**config.mk**
```make
export PLATFORM = sky130hd
export DESIGN_NAME = ioxirq_top
export DESIGN_NICKNAME = d
export VERILOG_FILES = /design/src/design/ioxirq_pkg.sv /design/src/design/ioxirq_top.sv
export SDC_FILE = /design/constraint.sdc
export NUM_CORES = 1
export LEC_CHECK = 0
export ABC_AREA = 1
export ABC_CLOCK_PERIOD_IN_PS = 4930
export BUFFER_PORTS_ARGS = -buffer_cell sky130_fd_sc_hd__buf_2
export CAP_MARGIN = 20
export CORE_MARGIN = 5
export CORE_UTILIZATION = 60
export DETAILED_ROUTE_END_ITERATION = 7
export PLACE_DENSITY = 0.81
export SLEW_MARGIN = 20
export SYNTH_ARGS = -nofsm -noshare
export SYNTH_HDL_FRONTEND = slang
export SYNTH_SLANG_ARGS = --single-unit
```
**constraint.sdc**
```tcl
create_clock -name REF_CLK_IN -period 4.93 [get_ports REF_CLK_IN]
set_clock_uncertainty 0.1 [all_clocks]
set_input_delay 0 -clock REF_CLK_IN [delete_from_list [all_inputs] [get_ports REF_CLK_IN]]
set_output_delay 0 -clock REF_CLK_IN [all_outputs]
set_load 0.01 [all_outputs]
```
**src/design/ioxirq_pkg.sv**
```systemverilog
// Purpose: shared constants and types for the 16-bit serial I/O expander core
// Assumes: 200 MHz core clock; serial link sampled, not used as a clock
// Notes:   register codes follow the command pointer layout (pair in bits 2:1)
`default_nettype none
package ioxirq_pkg;
  // core clock and interrupt timing
  localparam int CLK_PERIOD_NS       = 5;
  localparam int IRQ_VALID_DELAY_NS  = 4000;
  // longest time, so integer division rounds down
  localparam int IRQ_VALID_DELAY_CYC = IRQ_VALID_DELAY_NS / CLK_PERIOD_NS;
  localparam int IRQ_CNT_W           = 10;
  // slave address: fixed upper nibble then the three select pins
  localparam logic [3:0] ADDR_FIXED  = 4'h4;
  // register pair codes (command pointer bits 2:1)
  localparam logic [1:0] PAIR_IN     = 2'h0;
  localparam logic [1:0] PAIR_OUT    = 2'h1;
  localparam logic [1:0] PAIR_POL    = 2'h2;
  localparam logic [1:0] PAIR_CFG    = 2'h3;
  // values after reset
  localparam logic [15:0] RST_OUT    = 16'hFFFF;
  localparam logic [15:0] RST_POL    = 16'h0000;
  localparam logic [15:0] RST_CFG    = 16'hFFFF;
  localparam logic [2:0]  RST_PTR    = 3'h0;
  // bit counts on the serial link
  localparam logic [3:0] BYTE_BITS   = 4'h8;
  localparam logic [3:0] LAST_TX_BIT = 4'h7;
  // byte position inside a transfer
  localparam logic [1:0] IDX_ADDR    = 2'h0;
  localparam logic [1:0] IDX_CMD     = 2'h1;
  localparam logic [1:0] IDX_DATA    = 2'h2;

  // serial slave states, gray along idle-rx-ack-tx-ack
  typedef enum logic [2:0] {
    ST_IDLE = 3'h0,
    ST_RX   = 3'h1,
    ST_RACK = 3'h3,
    ST_TX   = 3'h2,
    ST_TACK = 3'h6,
    ST_SKIP = 3'h4
  } ioxirq_state_t;

  // port pin drive bundle
  typedef struct packed {
    logic [15:0] hi;  // high-side driver enables
    logic [15:0] lo;  // low-side driver enables
    logic [15:0] oe;  // pin output enable
    logic [15:0] dat; // pin output level
  } ioxirq_drv_t;
endpackage
`default_nettype wire

```
**src/design/ioxirq_top.sv**
```systemverilog
// Purpose: 16-bit serial-controlled I/O expander with change interrupt
// Assumes: SCL/SDA/pins come from outside and are synchronised here
// Notes:   serial clock is oversampled; the core never runs on it
//
// Summary of operation
// - reset puts registers and slave in defaults
// - input pins have both drivers off
// - output pins drive exactly one side per latch
// - input edges raise interrupt after valid delay
// - interrupt drops when input returns to original
// - port read clears interrupt at ack rise
// - every change after clearing is signalled again
// - foreign traffic, output pins never interrupt
// - output-to-input switch may raise interrupt
// - clearing tracked separately for each port
// - interrupt is open-drain, active low
// - pointer zero plus foreign read ack clears
// - general call address is never acknowledged
// - matching address acknowledged with SDA low
// - SDA moves with SCL low; else start/stop
// - eight bits then one ack bit each
// - slave receiver acknowledges every received byte
// - master NACK ends read; slave releases SDA
// - ack held low across whole SCL high
// - address is 0100 plus three select pins
// - first write byte sets the command pointer
// - pointer toggles within pair, persists across reads
// - input regs show pins; outputs, directions default high
`default_nettype none
module ioxirq_top (
  input  wire logic        REF_CLK_IN,
  input  wire logic        SRST_IN,
  input  wire logic        SCL_IN,
  input  wire logic        SDA_IN,
  output logic             SDA_OUT,
  output logic             SDA_OE_OUT,
  input  wire logic [2:0]  ADDR_SEL_PINS_IN,
  input  wire logic [15:0] PORT_IN,
  output logic [15:0]      PORT_OUT,
  output logic [15:0]      PORT_OE_OUT,
  output logic [15:0]      HIGH_SIDE_DRIVER_OUT,
  output logic [15:0]      LOW_SIDE_DRIVER_OUT,
  output logic             IRQ_N_OUT,
  output logic             IRQ_N_OE_OUT
);
  // synchronisers: first stage read only by second stage
  logic [1:0]                 scl_meta_r, sda_meta_r, scl_hist_r, sda_hist_r;
  logic                       scl_f_r, sda_f_r, scl_d_r, sda_d_r;
  logic [15:0]                pin_meta_r, pin_s_r;
  logic [2:0]                 asel_meta_r, asel_s_r;
  // serial slave and register file
  ioxirq_pkg::ioxirq_state_t  state_r, state_nxt;
  logic [3:0]                 bitcnt_r, bitcnt_nxt;
  logic [7:0]                 sh_r, sh_nxt;
  logic [1:0]                 idx_r, idx_nxt;
  logic                       rw_r, rw_nxt;
  logic [2:0]                 ptr_r, ptr_nxt;
  logic [15:0]                out_r, out_nxt, pol_r, pol_nxt, cfg_r, cfg_nxt;
  logic                       sda_oe_r, sda_oe_nxt;
  logic [1:0]                 clr;
  logic [15:0]                sel16;
  logic [7:0]                 rd_byte;
  logic                       scl_rise, scl_fall, start_c, stop_c;
  // interrupt group
  logic [15:0]                snap_r, snap_nxt, chg;
  logic                       snap_ok_r, snap_ok_nxt, irq_r, irq_nxt;
  logic [ioxirq_pkg::IRQ_CNT_W-1:0] cnt_r, cnt_nxt;
  localparam logic [ioxirq_pkg::IRQ_CNT_W-1:0] DLY =
    ioxirq_pkg::IRQ_CNT_W'(ioxirq_pkg::IRQ_VALID_DELAY_CYC);
  // pin drive group
  ioxirq_pkg::ioxirq_drv_t    drv_r, drv_nxt;

  // input sync and 3-sample agreement filter rejects spikes under 10 ns
  always_ff @(posedge REF_CLK_IN) begin
    scl_meta_r  <= {scl_meta_r[0], SCL_IN};
    sda_meta_r  <= {sda_meta_r[0], SDA_IN};
    pin_meta_r  <= PORT_IN;
    pin_s_r     <= pin_meta_r;
    asel_meta_r <= ADDR_SEL_PINS_IN;
    asel_s_r    <= asel_meta_r;
    if (SRST_IN) begin
      scl_hist_r <= 2'h3;
      sda_hist_r <= 2'h3;
      scl_f_r    <= 1'b1;
      sda_f_r    <= 1'b1;
      scl_d_r    <= 1'b1;
      sda_d_r    <= 1'b1;
    end else begin
      scl_hist_r <= {scl_hist_r[0], scl_meta_r[1]};
      sda_hist_r <= {sda_hist_r[0], sda_meta_r[1]};
      if (scl_hist_r[0] == scl_meta_r[1] && scl_hist_r[1] == scl_meta_r[1]) begin
        scl_f_r <= scl_meta_r[1];
      end
      if (sda_hist_r[0] == sda_meta_r[1] && sda_hist_r[1] == sda_meta_r[1]) begin
        sda_f_r <= sda_meta_r[1];
      end
      scl_d_r <= scl_f_r;
      sda_d_r <= sda_f_r;
    end
  end

  // link events: SDA moving while SCL high is start or stop
  assign scl_rise = scl_f_r & ~scl_d_r;
  assign scl_fall = ~scl_f_r & scl_d_r;
  assign start_c  = scl_f_r & scl_d_r & sda_d_r & ~sda_f_r;
  assign stop_c   = scl_f_r & scl_d_r & ~sda_d_r & sda_f_r;

  // read data: input register is pins with optional inversion
  always_comb begin
    case (ptr_r[2:1])
      ioxirq_pkg::PAIR_IN:  sel16 = pin_s_r ^ pol_r;
      ioxirq_pkg::PAIR_OUT: sel16 = out_r;
      ioxirq_pkg::PAIR_POL: sel16 = pol_r;
      default:              sel16 = cfg_r;
    endcase
    rd_byte = ptr_r[0] ? sel16[15:8] : sel16[7:0];
  end

  // serial slave next state
  always_comb begin
    state_nxt  = state_r;
    bitcnt_nxt = bitcnt_r;
    sh_nxt     = sh_r;
    idx_nxt    = idx_r;
    rw_nxt     = rw_r;
    ptr_nxt    = ptr_r;
    out_nxt    = out_r;
    pol_nxt    = pol_r;
    cfg_nxt    = cfg_r;
    sda_oe_nxt = sda_oe_r;
    clr        = 2'h0;
    if (start_c) begin
      state_nxt  = ioxirq_pkg::ST_RX;
      bitcnt_nxt = 4'h0;
      idx_nxt    = ioxirq_pkg::IDX_ADDR;
      sda_oe_nxt = 1'b0;
    end else if (stop_c) begin
      state_nxt  = ioxirq_pkg::ST_IDLE;
      sda_oe_nxt = 1'b0;
    end else begin
      case (state_r)
        ioxirq_pkg::ST_RX: begin
          if (scl_rise) begin
            sh_nxt     = {sh_r[6:0], sda_f_r};
            bitcnt_nxt = bitcnt_r + 4'h1;
          end
          if (scl_fall && bitcnt_r == ioxirq_pkg::BYTE_BITS) begin
            bitcnt_nxt = 4'h0;
            if (idx_r == ioxirq_pkg::IDX_ADDR) begin
              rw_nxt = sh_r[0];
              // general call (all zero) never matches the fixed nibble
              if (sh_r[7:1] == {ioxirq_pkg::ADDR_FIXED, asel_s_r}) begin
                state_nxt  = ioxirq_pkg::ST_RACK;
                sda_oe_nxt = 1'b1;
                idx_nxt    = ioxirq_pkg::IDX_CMD;
              end else begin
                state_nxt = ioxirq_pkg::ST_SKIP;
              end
            end else begin
              state_nxt  = ioxirq_pkg::ST_RACK;
              sda_oe_nxt = 1'b1;
              idx_nxt    = ioxirq_pkg::IDX_DATA;
              if (idx_r == ioxirq_pkg::IDX_CMD) begin
                ptr_nxt = sh_r[2:0];
              end else begin
                case (ptr_r[2:1])
                  ioxirq_pkg::PAIR_OUT: if (ptr_r[0]) out_nxt[15:8] = sh_r;
                                        else out_nxt[7:0] = sh_r;
                  ioxirq_pkg::PAIR_POL: if (ptr_r[0]) pol_nxt[15:8] = sh_r;
                                        else pol_nxt[7:0] = sh_r;
                  ioxirq_pkg::PAIR_CFG: if (ptr_r[0]) cfg_nxt[15:8] = sh_r;
                                        else cfg_nxt[7:0] = sh_r;
                  default: ; // input pair ignores writes
                endcase
                ptr_nxt = {ptr_r[2:1], ~ptr_r[0]};
              end
            end
          end
        end
        ioxirq_pkg::ST_RACK: begin
          // ack held from one falling edge to the next covers SCL high
          if (scl_fall) begin
            bitcnt_nxt = 4'h0;
            if (rw_r) begin
              state_nxt  = ioxirq_pkg::ST_TX;
              sh_nxt     = rd_byte;
              sda_oe_nxt = ~rd_byte[7];
            end else begin
              state_nxt  = ioxirq_pkg::ST_RX;
              sda_oe_nxt = 1'b0;
            end
          end
        end
        ioxirq_pkg::ST_TX: begin
          if (scl_fall) begin
            bitcnt_nxt = bitcnt_r + 4'h1;
            if (bitcnt_r == ioxirq_pkg::LAST_TX_BIT) begin
              state_nxt  = ioxirq_pkg::ST_TACK;
              sda_oe_nxt = 1'b0;
            end else begin
              sh_nxt     = {sh_r[6:0], 1'b0};
              sda_oe_nxt = ~sh_r[6];
            end
          end
        end
        ioxirq_pkg::ST_TACK: begin
          if (scl_rise) begin
            sh_nxt[0] = sda_f_r;
            ptr_nxt   = {ptr_r[2:1], ~ptr_r[0]};
            if (ptr_r[2:1] == ioxirq_pkg::PAIR_IN) begin
              clr[ptr_r[0]] = 1'b1;
            end
          end
          if (scl_fall) begin
            if (!sh_r[0]) begin
              state_nxt  = ioxirq_pkg::ST_TX;
              bitcnt_nxt = 4'h0;
              sh_nxt     = rd_byte;
              sda_oe_nxt = ~rd_byte[7];
            end else begin
              state_nxt  = ioxirq_pkg::ST_IDLE;
              sda_oe_nxt = 1'b0;
            end
          end
        end
        ioxirq_pkg::ST_SKIP: begin
          // replicated defect: another slave acking a read with pointer zero
          if (scl_rise) begin
            state_nxt = ioxirq_pkg::ST_IDLE;
            if (rw_r && !sda_f_r && ptr_r == 3'h0) begin
              clr = 2'h3;
            end
          end
        end
        ioxirq_pkg::ST_IDLE: ;
        default: state_nxt = ioxirq_pkg::ST_IDLE;
      endcase
    end
  end

  // serial slave registers
  always_ff @(posedge REF_CLK_IN) begin
    if (SRST_IN) begin
      state_r  <= ioxirq_pkg::ST_IDLE;
      bitcnt_r <= 4'h0;
      sh_r     <= 8'h00;
      idx_r    <= ioxirq_pkg::IDX_ADDR;
      rw_r     <= 1'b0;
      ptr_r    <= ioxirq_pkg::RST_PTR;
      out_r    <= ioxirq_pkg::RST_OUT;
      pol_r    <= ioxirq_pkg::RST_POL;
      cfg_r    <= ioxirq_pkg::RST_CFG;
      sda_oe_r <= 1'b0;
    end else begin
      state_r  <= state_nxt;
      bitcnt_r <= bitcnt_nxt;
      sh_r     <= sh_nxt;
      idx_r    <= idx_nxt;
      rw_r     <= rw_nxt;
      ptr_r    <= ptr_nxt;
      out_r    <= out_nxt;
      pol_r    <= pol_nxt;
      cfg_r    <= cfg_nxt;
      sda_oe_r <= sda_oe_nxt;
    end
  end

  // change detect: output pins are masked out by direction
  assign chg = (pin_s_r ^ snap_r) & cfg_r;

  // interrupt next state; snapshot caught on first cycle after reset
  always_comb begin
    snap_nxt    = snap_r;
    snap_ok_nxt = 1'b1;
    if (!snap_ok_r) begin
      snap_nxt = pin_s_r;
    end
    if (clr[0]) begin
      snap_nxt[7:0] = pin_s_r[7:0];
    end
    if (clr[1]) begin
      snap_nxt[15:8] = pin_s_r[15:8];
    end
    // counter restarts whenever no input differs from the snapshot, so later changes are seen again
    if (|chg) begin
      cnt_nxt = (cnt_r == DLY) ? cnt_r : cnt_r + 1'b1;
    end else begin
      cnt_nxt = '0;
    end
    irq_nxt = (|chg) && (cnt_r == DLY);
  end

  // interrupt registers
  always_ff @(posedge REF_CLK_IN) begin
    if (SRST_IN) begin
      snap_r    <= 16'h0000;
      snap_ok_r <= 1'b0;
      cnt_r     <= '0;
      irq_r     <= 1'b0;
    end else begin
      snap_r    <= snap_nxt;
      snap_ok_r <= snap_ok_nxt;
      cnt_r     <= cnt_nxt;
      irq_r     <= irq_nxt;
    end
  end

  // pin drivers: one side per output pin, none for inputs
  always_comb begin
    drv_nxt.oe  = ~cfg_r;
    drv_nxt.dat = out_r;
    drv_nxt.hi  = ~cfg_r & out_r;
    drv_nxt.lo  = ~cfg_r & ~out_r;
  end

  always_ff @(posedge REF_CLK_IN) begin
    if (SRST_IN) begin
      drv_r <= '0;
    end else begin
      drv_r <= drv_nxt;
    end
  end

  // outputs; both open-drain lines only ever pull low
  assign PORT_OUT             = drv_r.dat;
  assign PORT_OE_OUT          = drv_r.oe;
  assign HIGH_SIDE_DRIVER_OUT = drv_r.hi;
  assign LOW_SIDE_DRIVER_OUT  = drv_r.lo;
  assign SDA_OUT              = 1'b0;
  assign SDA_OE_OUT           = sda_oe_r;
  assign IRQ_N_OUT            = 1'b0;
  assign IRQ_N_OE_OUT         = irq_r;

  property p_reset_defaults;
    @(posedge REF_CLK_IN) $fell(SRST_IN) |-> (out_r == ioxirq_pkg::RST_OUT &&
      cfg_r == ioxirq_pkg::RST_CFG && pol_r == ioxirq_pkg::RST_POL && !irq_r);
  endproperty
  a_reset_defaults: assert property (p_reset_defaults) else $error("bad reset defaults");
  property p_input_hiz;
    @(posedge REF_CLK_IN) disable iff (SRST_IN)
      ##1 ((drv_r.hi | drv_r.lo | drv_r.oe) & $past(cfg_r)) == 16'h0000;
  endproperty
  a_input_hiz: assert property (p_input_hiz) else $error("input pin driven");
  property p_one_driver;
    @(posedge REF_CLK_IN) disable iff (SRST_IN)
      ##1 (drv_r.hi == ($past(out_r) & ~$past(cfg_r)) && (drv_r.hi & drv_r.lo) == 16'h0000);
  endproperty
  a_one_driver: assert property (p_one_driver) else $error("wrong driver side");
  property p_irq_delay;
    @(posedge REF_CLK_IN) disable iff (SRST_IN) $rose(irq_r) |-> $past(cnt_r) == DLY;
  endproperty
  a_irq_delay: assert property (p_irq_delay) else $error("interrupt too early");
  property p_irq_drop;
    @(posedge REF_CLK_IN) disable iff (SRST_IN) (chg == 16'h0000) |=> !irq_r;
  endproperty
  a_irq_drop: assert property (p_irq_drop) else $error("interrupt stuck");
  property p_irq_pin;
    @(posedge REF_CLK_IN) disable iff (SRST_IN) irq_r |-> (IRQ_N_OE_OUT && !IRQ_N_OUT);
  endproperty
  a_irq_pin: assert property (p_irq_pin) else $error("interrupt not pulled low");
  property p_port_clear;
    @(posedge REF_CLK_IN) disable iff (SRST_IN)
      (clr == 2'h1 && snap_ok_r) |=> (snap_r[15:8] == $past(snap_r[15:8]));
  endproperty
  a_port_clear: assert property (p_port_clear) else $error("other port cleared");
  property p_addr_ack;
    @(posedge REF_CLK_IN) disable iff (SRST_IN)
      (state_r == ioxirq_pkg::ST_RACK && !start_c && !stop_c && scl_rise) |-> sda_oe_r;
  endproperty
  a_addr_ack: assert property (p_addr_ack) else $error("ack not driven");
  property p_no_gcall;
    @(posedge REF_CLK_IN) disable iff (SRST_IN)
      (state_r == ioxirq_pkg::ST_RX && idx_r == ioxirq_pkg::IDX_ADDR && sh_r == 8'h00)
      |=> state_r != ioxirq_pkg::ST_RACK;
  endproperty
  a_no_gcall: assert property (p_no_gcall) else $error("general call acked");
  property p_ptr_toggle;
    @(posedge REF_CLK_IN) disable iff (SRST_IN)
      (state_r == ioxirq_pkg::ST_TACK && scl_rise && !start_c && !stop_c)
      |=> ptr_r == {$past(ptr_r[2:1]), ~$past(ptr_r[0])};
  endproperty
  a_ptr_toggle: assert property (p_ptr_toggle) else $error("pointer not toggled");
endmodule
`default_nettype wire

```
Word level (Yosys, flattened, before mapping)
Index checks and enable logic that the tools add are counted.
{ "word_totals": {"out_inout_bits": 68, "wordCells": 205, "regBits": 212} }
{ "classes": {"n_addsub": 2, "bitwise_logic": 28, "muxes": 61, "n_reduce_logical": 34, "eq_ne": 41, "order_cmp": 2} }
{ "ops": {"columns": ["operator", "n"], "rows": [
  ["$mux W8", 10],
  ["$reduce_and A8 Y1", 7],
  ["$and A16 B16 Y16", 3],
  ["$pmux W16 S3", 1],
  ["$mux W3", 11],
  ["$not A16 Y16", 2],
  ["$pmux W8 S4", 1],
  ["$xor A16 B16 Y16", 2],
  ["$ne A2 B2 Y1 const B", 14],
  ["$reduce_and A7 Y1", 4],
  ["$mux W4", 6],
  ["$ne A4 B4 Y1 const B", 6],
  ["$mux W2", 10],
  ["$pmux W3 S6", 1],
  ["$mux W16", 1],
  ["$pmux W4 S4", 1],
  ["$reduce_or A16 Y1", 1],
  ["$mux W1", 15],
  ["$not A1 Y1", 14],
  ["$reduce_and A6 Y1", 2],
  ["$add A10 B1 Y10 const B", 1],
  ["$eq A10 B10 Y1 const B", 1],
  ["$reduce_and A10 Y1", 1],
  ["$ne A3 B3 Y1 const B", 3],
  ["28 further kinds", 50]
]} }

Longest topological paths before layout
Gate-level depths: netlist of the first run.
{ "depth": {"word_depth": 10, "ltp_mapped": 11} }

Worst setup path before layout of the first run
No wires, ideal clock.
{ "synth_timing": {"path_type": "register to register", "start": "register state_r[0]", "end": "register cfg_r[14]", "t_arrival_ps": 1301, "n_path_buf": 1, "period_less_slack_ps": 1547, "path_stages_with_launch": 11, "path_slack_ps": 3383, "required_time_ps": 4684, "setup_ps": 146, "path_cell_list": "dfxtp_1 inv_2 nor2_4 nand2_4 clkinv_4 nand2_4 nor2_8 nand3_4 buf_6 nand2_2 o211ai_2"} }
{ "synth_via": {"elab_chain_len": 2} }
{ "synth_rtl": {"columns": ["element", "line", "source"], "rows": [
  ["start, declared", "ioxirq_top.sv:52", "ioxirq_pkg::ioxirq_state_t state_r, state_nxt;"],
  ["start signal, assigned", "ioxirq_top.sv:244", "state_r <= ioxirq_pkg::ST_IDLE;"],
  ["start signal, assigned", "ioxirq_top.sv:255", "state_r <= state_nxt;"],
  ["$eq A3 B1 Y1", "ioxirq_top.sv:141", "case (state_r)"],
  ["$reduce_and A8 Y1 (no source line)", null, null],
  ["end signal, assigned", "ioxirq_top.sv:252", "cfg_r <= ioxirq_pkg::RST_CFG;"],
  ["end signal, assigned", "ioxirq_top.sv:263", "cfg_r <= cfg_nxt;"],
  ["end, declared", "ioxirq_top.sv:58", "logic [15:0] out_r, out_nxt, pol_r, pol_nxt, cfg_r, cfg_nxt;"]
]} }
No other way between the ends.
A chain may end at the register's enable or synchronous reset.

Worst setup path after layout of the first run
{ "layout_timing": {"start": "register ptr_r[2]", "end": "register cfg_r[3]"} }
{ "layout_via": {"elab_chain_len": 2} }
{ "layout_rtl": {"columns": ["element", "line", "source"], "rows": [
  ["start, declared", "ioxirq_top.sv:57", "logic [2:0] ptr_r, ptr_nxt;"],
  ["start signal, assigned", "ioxirq_top.sv:249", "ptr_r <= ioxirq_pkg::RST_PTR;"],
  ["start signal, assigned", "ioxirq_top.sv:260", "ptr_r <= ptr_nxt;"],
  ["$eq A2 B2 Y1", "ioxirq_top.sv:166", "case (ptr_r[2:1])"],
  ["$reduce_and A8 Y1 (no source line)", null, null]
]} }
No other way between the ends.

==> run_results.csv, run 1 <==
group,metric,value,unit
finish,fillers,1095,
power,pwr-share-clk,42.1,%
sta,max_slew_margin,39.7,%
clock_network,path_clk_slew,0.06,ns
finish,area_delta_synth_final,16.2,%
floorplanning,rows,43,
outcome,status,"finished clean",
synthesis,ys.flop_type,"dfxtp_1",
finish,antenna_cells,0,
global_routing,gr-total-overflow,0,
critical_path,crit_path_start_kind,"flop",
power,p_total,3.69,mW
critical_path,cp-end-kind,"flop",
clock_network,cts_setup_buffers,0,
critical_path,worstSetupPathType,"flop to flop",
clock_network,insertion_delay,0.49,ns
job,drv_cap,0,
sta,finalHoldViolations,0,
detailed_routing,dr.pass1.iters,5,
critical_path,cp.required,5.17,ns
synthesis,ys_ff_latch,212,
clock_network,ctsHoldBuffers,21,
sta,period_share,47.3,%
detailed_routing,drcViolationCount,0,
worst_hold_path,hp-class,"primary input to flop",
floorplanning,coreArea,0.0139,sq mm
worst_hold_path,hp-start,"SRST_IN",
detailed_routing,wl_met2,9.80,mm
critical_path,r2r_slack,2.60,ns
placed_design,io_buffer_count,88,
sta,final_max_slew_viol_count,0,
synthesis,ys_top_cells_by_area,"dfxtp_1 (50%), nand2_1 (11%), nor2_1 (6.4%)",
synthesis,yosys.area.top_type,"dfxtp_1",
detailed_routing,drt-met1-wl,8.85,mm
placed_design,globalplace.congestion,0.982,
detailed_routing,wl,21.3,mm
synthesis,synthArstFlopShare,0,%
clock_network,cts_resized,0,
clock_network,cts_num_sinks,212,
power,leakage,4.90,nW
detailed_routing,met3WireLength,1.84,mm
power,power.density,374,mW/mm^2
detailed_routing,via_per_inst,5.25,
global_routing,grt_use_total,25.7,%
sta,fmax,429,MHz
clock_network,root_buffer,"clkbuf_16",
sta,timing.setup.tns,0,ns
worst_hold_path,min_delay_path_depth,3,
sta,hold_ws,0.0276,ns
synthesis,synth_edf_count,0,
detailed_routing,antenna_left,0,
finish,drive_above_1_share,17.5,%
global_routing,grt_pass1_vias,6738,
synthesis,yosysUniqueCellTypes,41,
detailed_routing,via_count,7191,
global_routing,grt_pass1_wl,34.5,mm
worst_hold_path,min_to,"PORT_OUT[2]$_SDFF_PP0_",
floorplanning,die_x,129,um
synthesis,ys_seq_area_share,50.1,%
finish,postLayoutCoreUtil,71.0,%
sta,rsz0062_at_grt,"false",
critical_path,cp_data_arrival_time,2.57,ns
detailed_routing,wl_per_cell,15.6,um
detailed_routing,maxUsedRoutingLayer,"met4",
detailed_routing,drtIter0Drc,706,
critical_path,critPathMaxFanout,23,
placed_design,place_hpwl,14.9,mm
sta,worst_slew_pin_slew,0.904,ns
global_routing,grt_antenna_before_repair,0,
critical_path,r2r_end,"cfg_r[3]$_SDFFE_PP1P_",
finish,nets,1202,
synthesis,synth_top_area_share,50.1,%
synthesis,synth_cells,1074,
synthesis,avgSynthCellArea,7.90,sq um
clock_network,cts_tree,"built",
clock_network,cts_buffer_depth,3,
critical_path,reg2reg_from,"ptr_r[2]$_SDFFE_PP0P_",
sta,setup_viol,0,
power,p_seq_share,49.6,%
placed_design,dp_slack,2.73,ns
clock_network,cts-htree-levels,1,
clock_network,numCtsBuffers,22,
floorplanning,die_y,129,um
global_routing,grt_max_degree,74,
floorplanning,dieArea,0.0166,sq mm
critical_path,r2r_cells,5,
sta,layout_min_cycle_time,2.33,ns
power,p_sw_share,24.4,%
floorplanning,io_pins,91,
power,max-vdd-ir-drop,208,uV
synthesis,synth_area,0.00848,sq mm
synthesis,yosysWarnings,0,
power,p_sw,0.898,mW
floorplanning,initial_utilization,61.1,%
sta,setup_slack,2.60,ns
power,p_int,2.79,mW
power,comb_power_share,8.3,%
[Yosys cell counts (10+ instances only)]
library cell	number
nor2_1	144
nand2_1	259
or2_2	13
inv_2	10
nor3_1	37
nand4_1	15
a21oi_1	37
nand3_1	69
clkbuf_1	13
inv_1	109
o211ai_1	12
o211ai_2	22
dfxtp_1	212
xor2_1	10
o21ai_0	24
[per-layer routing]
metal / GRT usage, % / vias up
li1: - / 3646
met1: 33.5 / 3183
met2: 42.4 / 299
met3: 4.98 / 63
met4: 10.0 / 0
met5: 0 / -
[state kept, by name (all words and copies together) (netlist names), 3 cells and up]
name	cells
state_r	3
snap_r	16
pin_s_r	16
sh_r	8
PORT_OE_OUT	16
out_r	16
cnt_r	10
pin_meta_r	16
bitcnt_r	4
PORT_OUT	16
pol_r	16
LOW_SIDE_DRIVER_OUT	16
asel_meta_r	3
asel_s_r	3
ptr_r	3
cfg_r	16
HIGH_SIDE_DRIVER_OUT	16
[per-stage QoR]
step           instances  instance area [sq um]
2_1_floorplan       1075                   8480
3_3_place_gp        1310                   8960
3_5_place_dp        1310                   8960
4_1_cts             1369                   9850
5_1_grt             1369                   9850
6_report            1369                   9850
[cell type report]
cell class / count / area, sq um / area share (%)
Sequential cell: 212 / 4240 / 43.1
Clock buffer: 32 / 649 / 6.59
Clock inverter: 6 / 35.0 / 0.356
Inverter: 120 / 455 / 4.62
Tap cell: 180 / 225 / 2.29
Multi-Input combinational cell: 708 / 3580 / 36.3
Timing Repair Buffer: 111 / 666 / 6.76
[power by group through the flow]
stage	sequential, mW	combinational (mW)	clock (mW)
floorplan	1.84	0.220	0
global placement	1.86	0.283	0
detailed placement	1.86	0.289	0
CTS	1.83	0.305	1.57
global route	1.83	0.347	1.65
finish	1.83	0.307	1.55
[critical path: stages, from the launching register on]
cell,delay (ns)
dfxtp_1,0.91
nand2_2,0.30
nor2_2,0.33
nand3_4,0.25
nand2_1,0.18
o211ai_2,0.09
[worst max-delay path by stage]
| stage | start | endpoint | slack (ns) | depth (start not counted) |
|---|---|---|---|---|
| global route | ptr_r[2]$_SDFFE_PP0P_ | cfg_r[3]$_SDFFE_PP1P_ | 2.51 | 5 |
| floorplan | state_r[0]$_SDFFE_PP0P_ | cfg_r[14]$_SDFFE_PP1P_ | 3.38 | 10 |
| finish | ptr_r[2]$_SDFFE_PP0P_ | cfg_r[3]$_SDFFE_PP1P_ | 2.60 | 5 |
| global placement | ptr_r[2]$_SDFFE_PP0P_ | cfg_r[3]$_SDFFE_PP1P_ | 2.82 | 5 |
| CTS | ptr_r[2]$_SDFFE_PP0P_ | cfg_r[3]$_SDFFE_PP1P_ | 2.68 | 5 |
| detailed placement | ptr_r[2]$_SDFFE_PP0P_ | cfg_r[7]$_SDFFE_PP1P_ | 2.73 | 5 |
[layout by cell type, fill, tap and decap left out, types with 5 or more instances in the layout]
cell and count:
clkbuf_1 5, a22oi_1 5, nand2_1 259, nand3_1 69
clkbuf_16 23, a21oi_1 37, inv_1 108, dlygate4sd3_1 21
nand4_1 15, o211ai_2 22, inv_2 11, nand2_4 5
nor2_2 5, dfxtp_1 212, buf_2 88, xor2_1 10
o21ai_0 24, nand2_2 7, o21ai_1 9, nor2_1 144
nor3_1 37, or2_2 13, o211ai_1 12
[cells by family (layout without fill, tap and decap cells)]
family / Yosys count / after routing / share of synthesized area, %
adder cells (fa/ha/maj): 4 / 4 / 0.590
other: 1 / 2 / 0.0442
buffers and inverters: 155 / 269 / 7.81
AND/OR/NAND/NOR: 574 / 574 / 30.7
XOR/XNOR: 11 / 11 / 1.14
flip-flops: 212 / 212 / 50.1
AO/OA/AOI/OAI: 117 / 117 / 9.65
Power figures use the tool's default switching activity.
==> inputs of run 2 (changes only) <==
- ABC_AREA: 1 -> 0
- ABC_CLOCK_PERIOD_IN_PS: 4930 -> 2400
- CORE_UTILIZATION: 60 -> 58
- PLACE_DENSITY: 0.81 -> 0.79
- clock period: 4.93 -> 2.4 ns (I/O delays scaled with it)
==> run_results.csv, run 2 <==
group,metric,value,unit
critical_path,critPathMaxFanout,11,
sta,layout_min_cycle_time,2.19,ns
clock_network,insertion_delay,0.49,ns
critical_path,cp_data_arrival_time,2.50,ns
detailed_routing,dr.pass1.iters,5,
finish,stdcell_area,0.00973,sq mm
detailed_routing,via_per_inst,5.57,
finish,fillers,1037,
synthesis,ys.flop_type,"dfxtp_1",
synthesis,ys_seq_area_share,52.2,%
synthesis,synth_cells,787,
floorplanning,rows,43,
global_routing,grt_max_degree,65,
placed_design,io_buffer_count,88,
placed_design,globalplace.congestion,0.972,
finish,multiInputGateArea,0.00352,sq mm
synthesis,synth_area,0.00814,sq mm
clock_network,path_clk_slew,0.06,ns
floorplanning,die_x,128,um
synthesis,synthArstFlopShare,0,%
sta,timing.setup.tns,0,ns
global_routing,grt_use_total,22.6,%
critical_path,cp-end-kind,"flop",
global_routing,gr-total-overflow,0,
floorplanning,die_y,128,um
synthesis,synth_most_common_cell,"dfxtp_1",
job,drv_cap,0,
sta,rsz0062_at_grt,"false",
finish,drive_above_1_share,21.0,%
finish,layout_common_cells,"dfxtp_1 (211), buf_2 (87), nor2_1 (85), mux2i_1 (65), nand2_1 (43)",
detailed_routing,via_count,6119,
synthesis,avgSynthCellArea,10.3,sq um
synthesis,netlist_top_cells_count,"dfxtp_1 (212), nor2_1 (85), mux2i_1 (65), nand2_1 (43), a21oi_1 (40)",
finish,regArea,0.00425,sq mm
finish,area_delta_synth_final,19.5,%
sta,setup_viol,0,
outcome,status,"finished clean",
worst_hold_path,hp-class,"primary input to flop",
clock_network,cts_setup_buffers,0,
synthesis,synth_edf_count,0,
placed_design,place_hpwl,13.5,mm
sta,finalHoldViolations,0,
floorplanning,coreArea,0.0138,sq mm
clock_network,cts_buffer_depth,3,
finish,antenna_cells,0,
critical_path,crit_path_start_kind,"flop",
sta,max_slew_margin,57.2,%
finish,nets,929,
critical_path,slowest_stage,"dfxtp_1",
clock_network,numCtsBuffers,22,
critical_path,worstSetupPathType,"flop to flop",
synthesis,ys_ff_latch,212,
clock_network,root_buffer,"clkbuf_16",
clock_network,cts-htree-levels,1,
power,max-vdd-ir-drop,534,uV
detailed_routing,wl_per_cell,17.3,um
detailed_routing,antenna_left,0,
sta,worst_slew_pin_slew,0.634,ns
synthesis,synth_top_area_share,52.2,%
floorplanning,io_pins,91,
power,power.density,768,mW/mm^2
detailed_routing,drtIter0Drc,542,
finish,final_common_cell,"dfxtp_1",
critical_path,slowest_delay,0.52,ns
synthesis,yosysWarnings,0,
floorplanning,initial_utilization,58.8,%
critical_path,cp_cell_sequence,"buf_4 > buf_4 > nor4bb_1 > a21oi_1 > a32oi_1 > or3_1 > a311oi_2",
sta,period_share,91.4,%
power,leakage,4.26,nW
global_routing,grt_pass1_vias,5818,
sta,final_max_slew_viol_count,0,
critical_path,crit_top_cell,"buf_4",
synthesis,yosys.area.top_type,"dfxtp_1",
detailed_routing,wl,19.0,mm
clock_network,cts_num_sinks,212,
critical_path,cp.required,2.71,ns
finish,postLayoutCoreUtil,70.3,%
global_routing,grt_antenna_before_repair,0,
clock_network,cts_tree,"built",
detailed_routing,drcViolationCount,0,
placed_design,post_dp_cell_area,0.00872,sq mm
synthesis,ys_top_cells_by_area,"dfxtp_1 (52%), mux2i_1 (8.0%), nor2_1 (3.9%)",
floorplanning,dieArea,0.0165,sq mm
sta,fmax,456,MHz
global_routing,grt_pass1_wl,30.2,mm
synthesis,yosysUniqueCellTypes,78,
[run 2: cells by family after synthesis]
family / Yosys count / synth area share (%)
compound gates: 116 / 10.6
xor+xnor: 39 / 4.20
fa+ha+maj: 4 / 0.615
buf+inv: 64 / 4.57
flops: 212 / 52.2
mux: 69 / 8.97
other cells: 1 / 0.0461
simple gates: 282 / 18.9
[run 2: metal layers]
layer  up-vias  part of all wire, %  track usage [%]
met3        27                  9.0             3.99
met2       262                   46             36.3
met1      2884                   44             31.8
met4         0                  1.6             5.81
li1       2946                    -                -
met5         -                    0                0
[run 2: final cells by class]
type                    count  share of cell area, %
clock buffers              27                   6.28
clock inverters            13                   1.76
inverters                  15                  0.579
multi-input cells         512                   36.2
flip-flops and latches    212                   43.7
well taps                 180                   2.32
repair buffers            139                   9.19
[run 2: report_power, final]
group / switching, mW / internal, mW
clock: 1.33 / 2.24
sequential: 0.0454 / 3.60
combinational: 0.131 / 0.123
[run 2: path summary, 6_finish.rpt]
check	start	cells past startpoint	endpoint	slack [ns]
hold / removal	SDA_IN	2	sda_meta_r[0]$_DFF_P_	0.04
setup reg to reg	ptr_r[2]$_SDFFE_PP0P_	7	sh_r[7]$_SDFFE_PP0P_	0.21
hold reg to reg	pin_meta_r[7]$_DFF_P_	0	pin_s_r[7]$_DFF_P_	0.22
setup / recovery	ptr_r[2]$_SDFFE_PP0P_	7	sh_r[7]$_SDFFE_PP0P_	0.21
[run 2: worst max-delay path: cells and delay by family, from the launching register on]
family / cells / cell delay [ns]
DFF: 1 / 0.52
and+or+nand+nor: 2 / 0.48
AOI/OAI and AO/OA: 3 / 0.61
buffers and inverters: 2 / 0.39
[run 2: stage by stage]
step | total power [mW] | worst slack [ns] | std cells | hold WS (ns)
global route | 7.70 | 0.0750 | 1098 | 0.0302
floorplan | 3.87 | 0.607 | 788 | -0.0723
CTS | 7.52 | 0.178 | 1098 | 0.0238
finish | 7.47 | 0.207 | 1098 | 0.0388
global placement | 3.94 | 0.251 | 1036 | 0.00187
detailed placement | 3.95 | 0.213 | 1036 | 0.00360
[run 2: what timing repair did]
action | CTS | global route
resized for setup | 0 | 1
setup endpoints to repair | 0 | 1
endpoints found under the hold margin | 47 | 0
hold buffers | 22 | 0
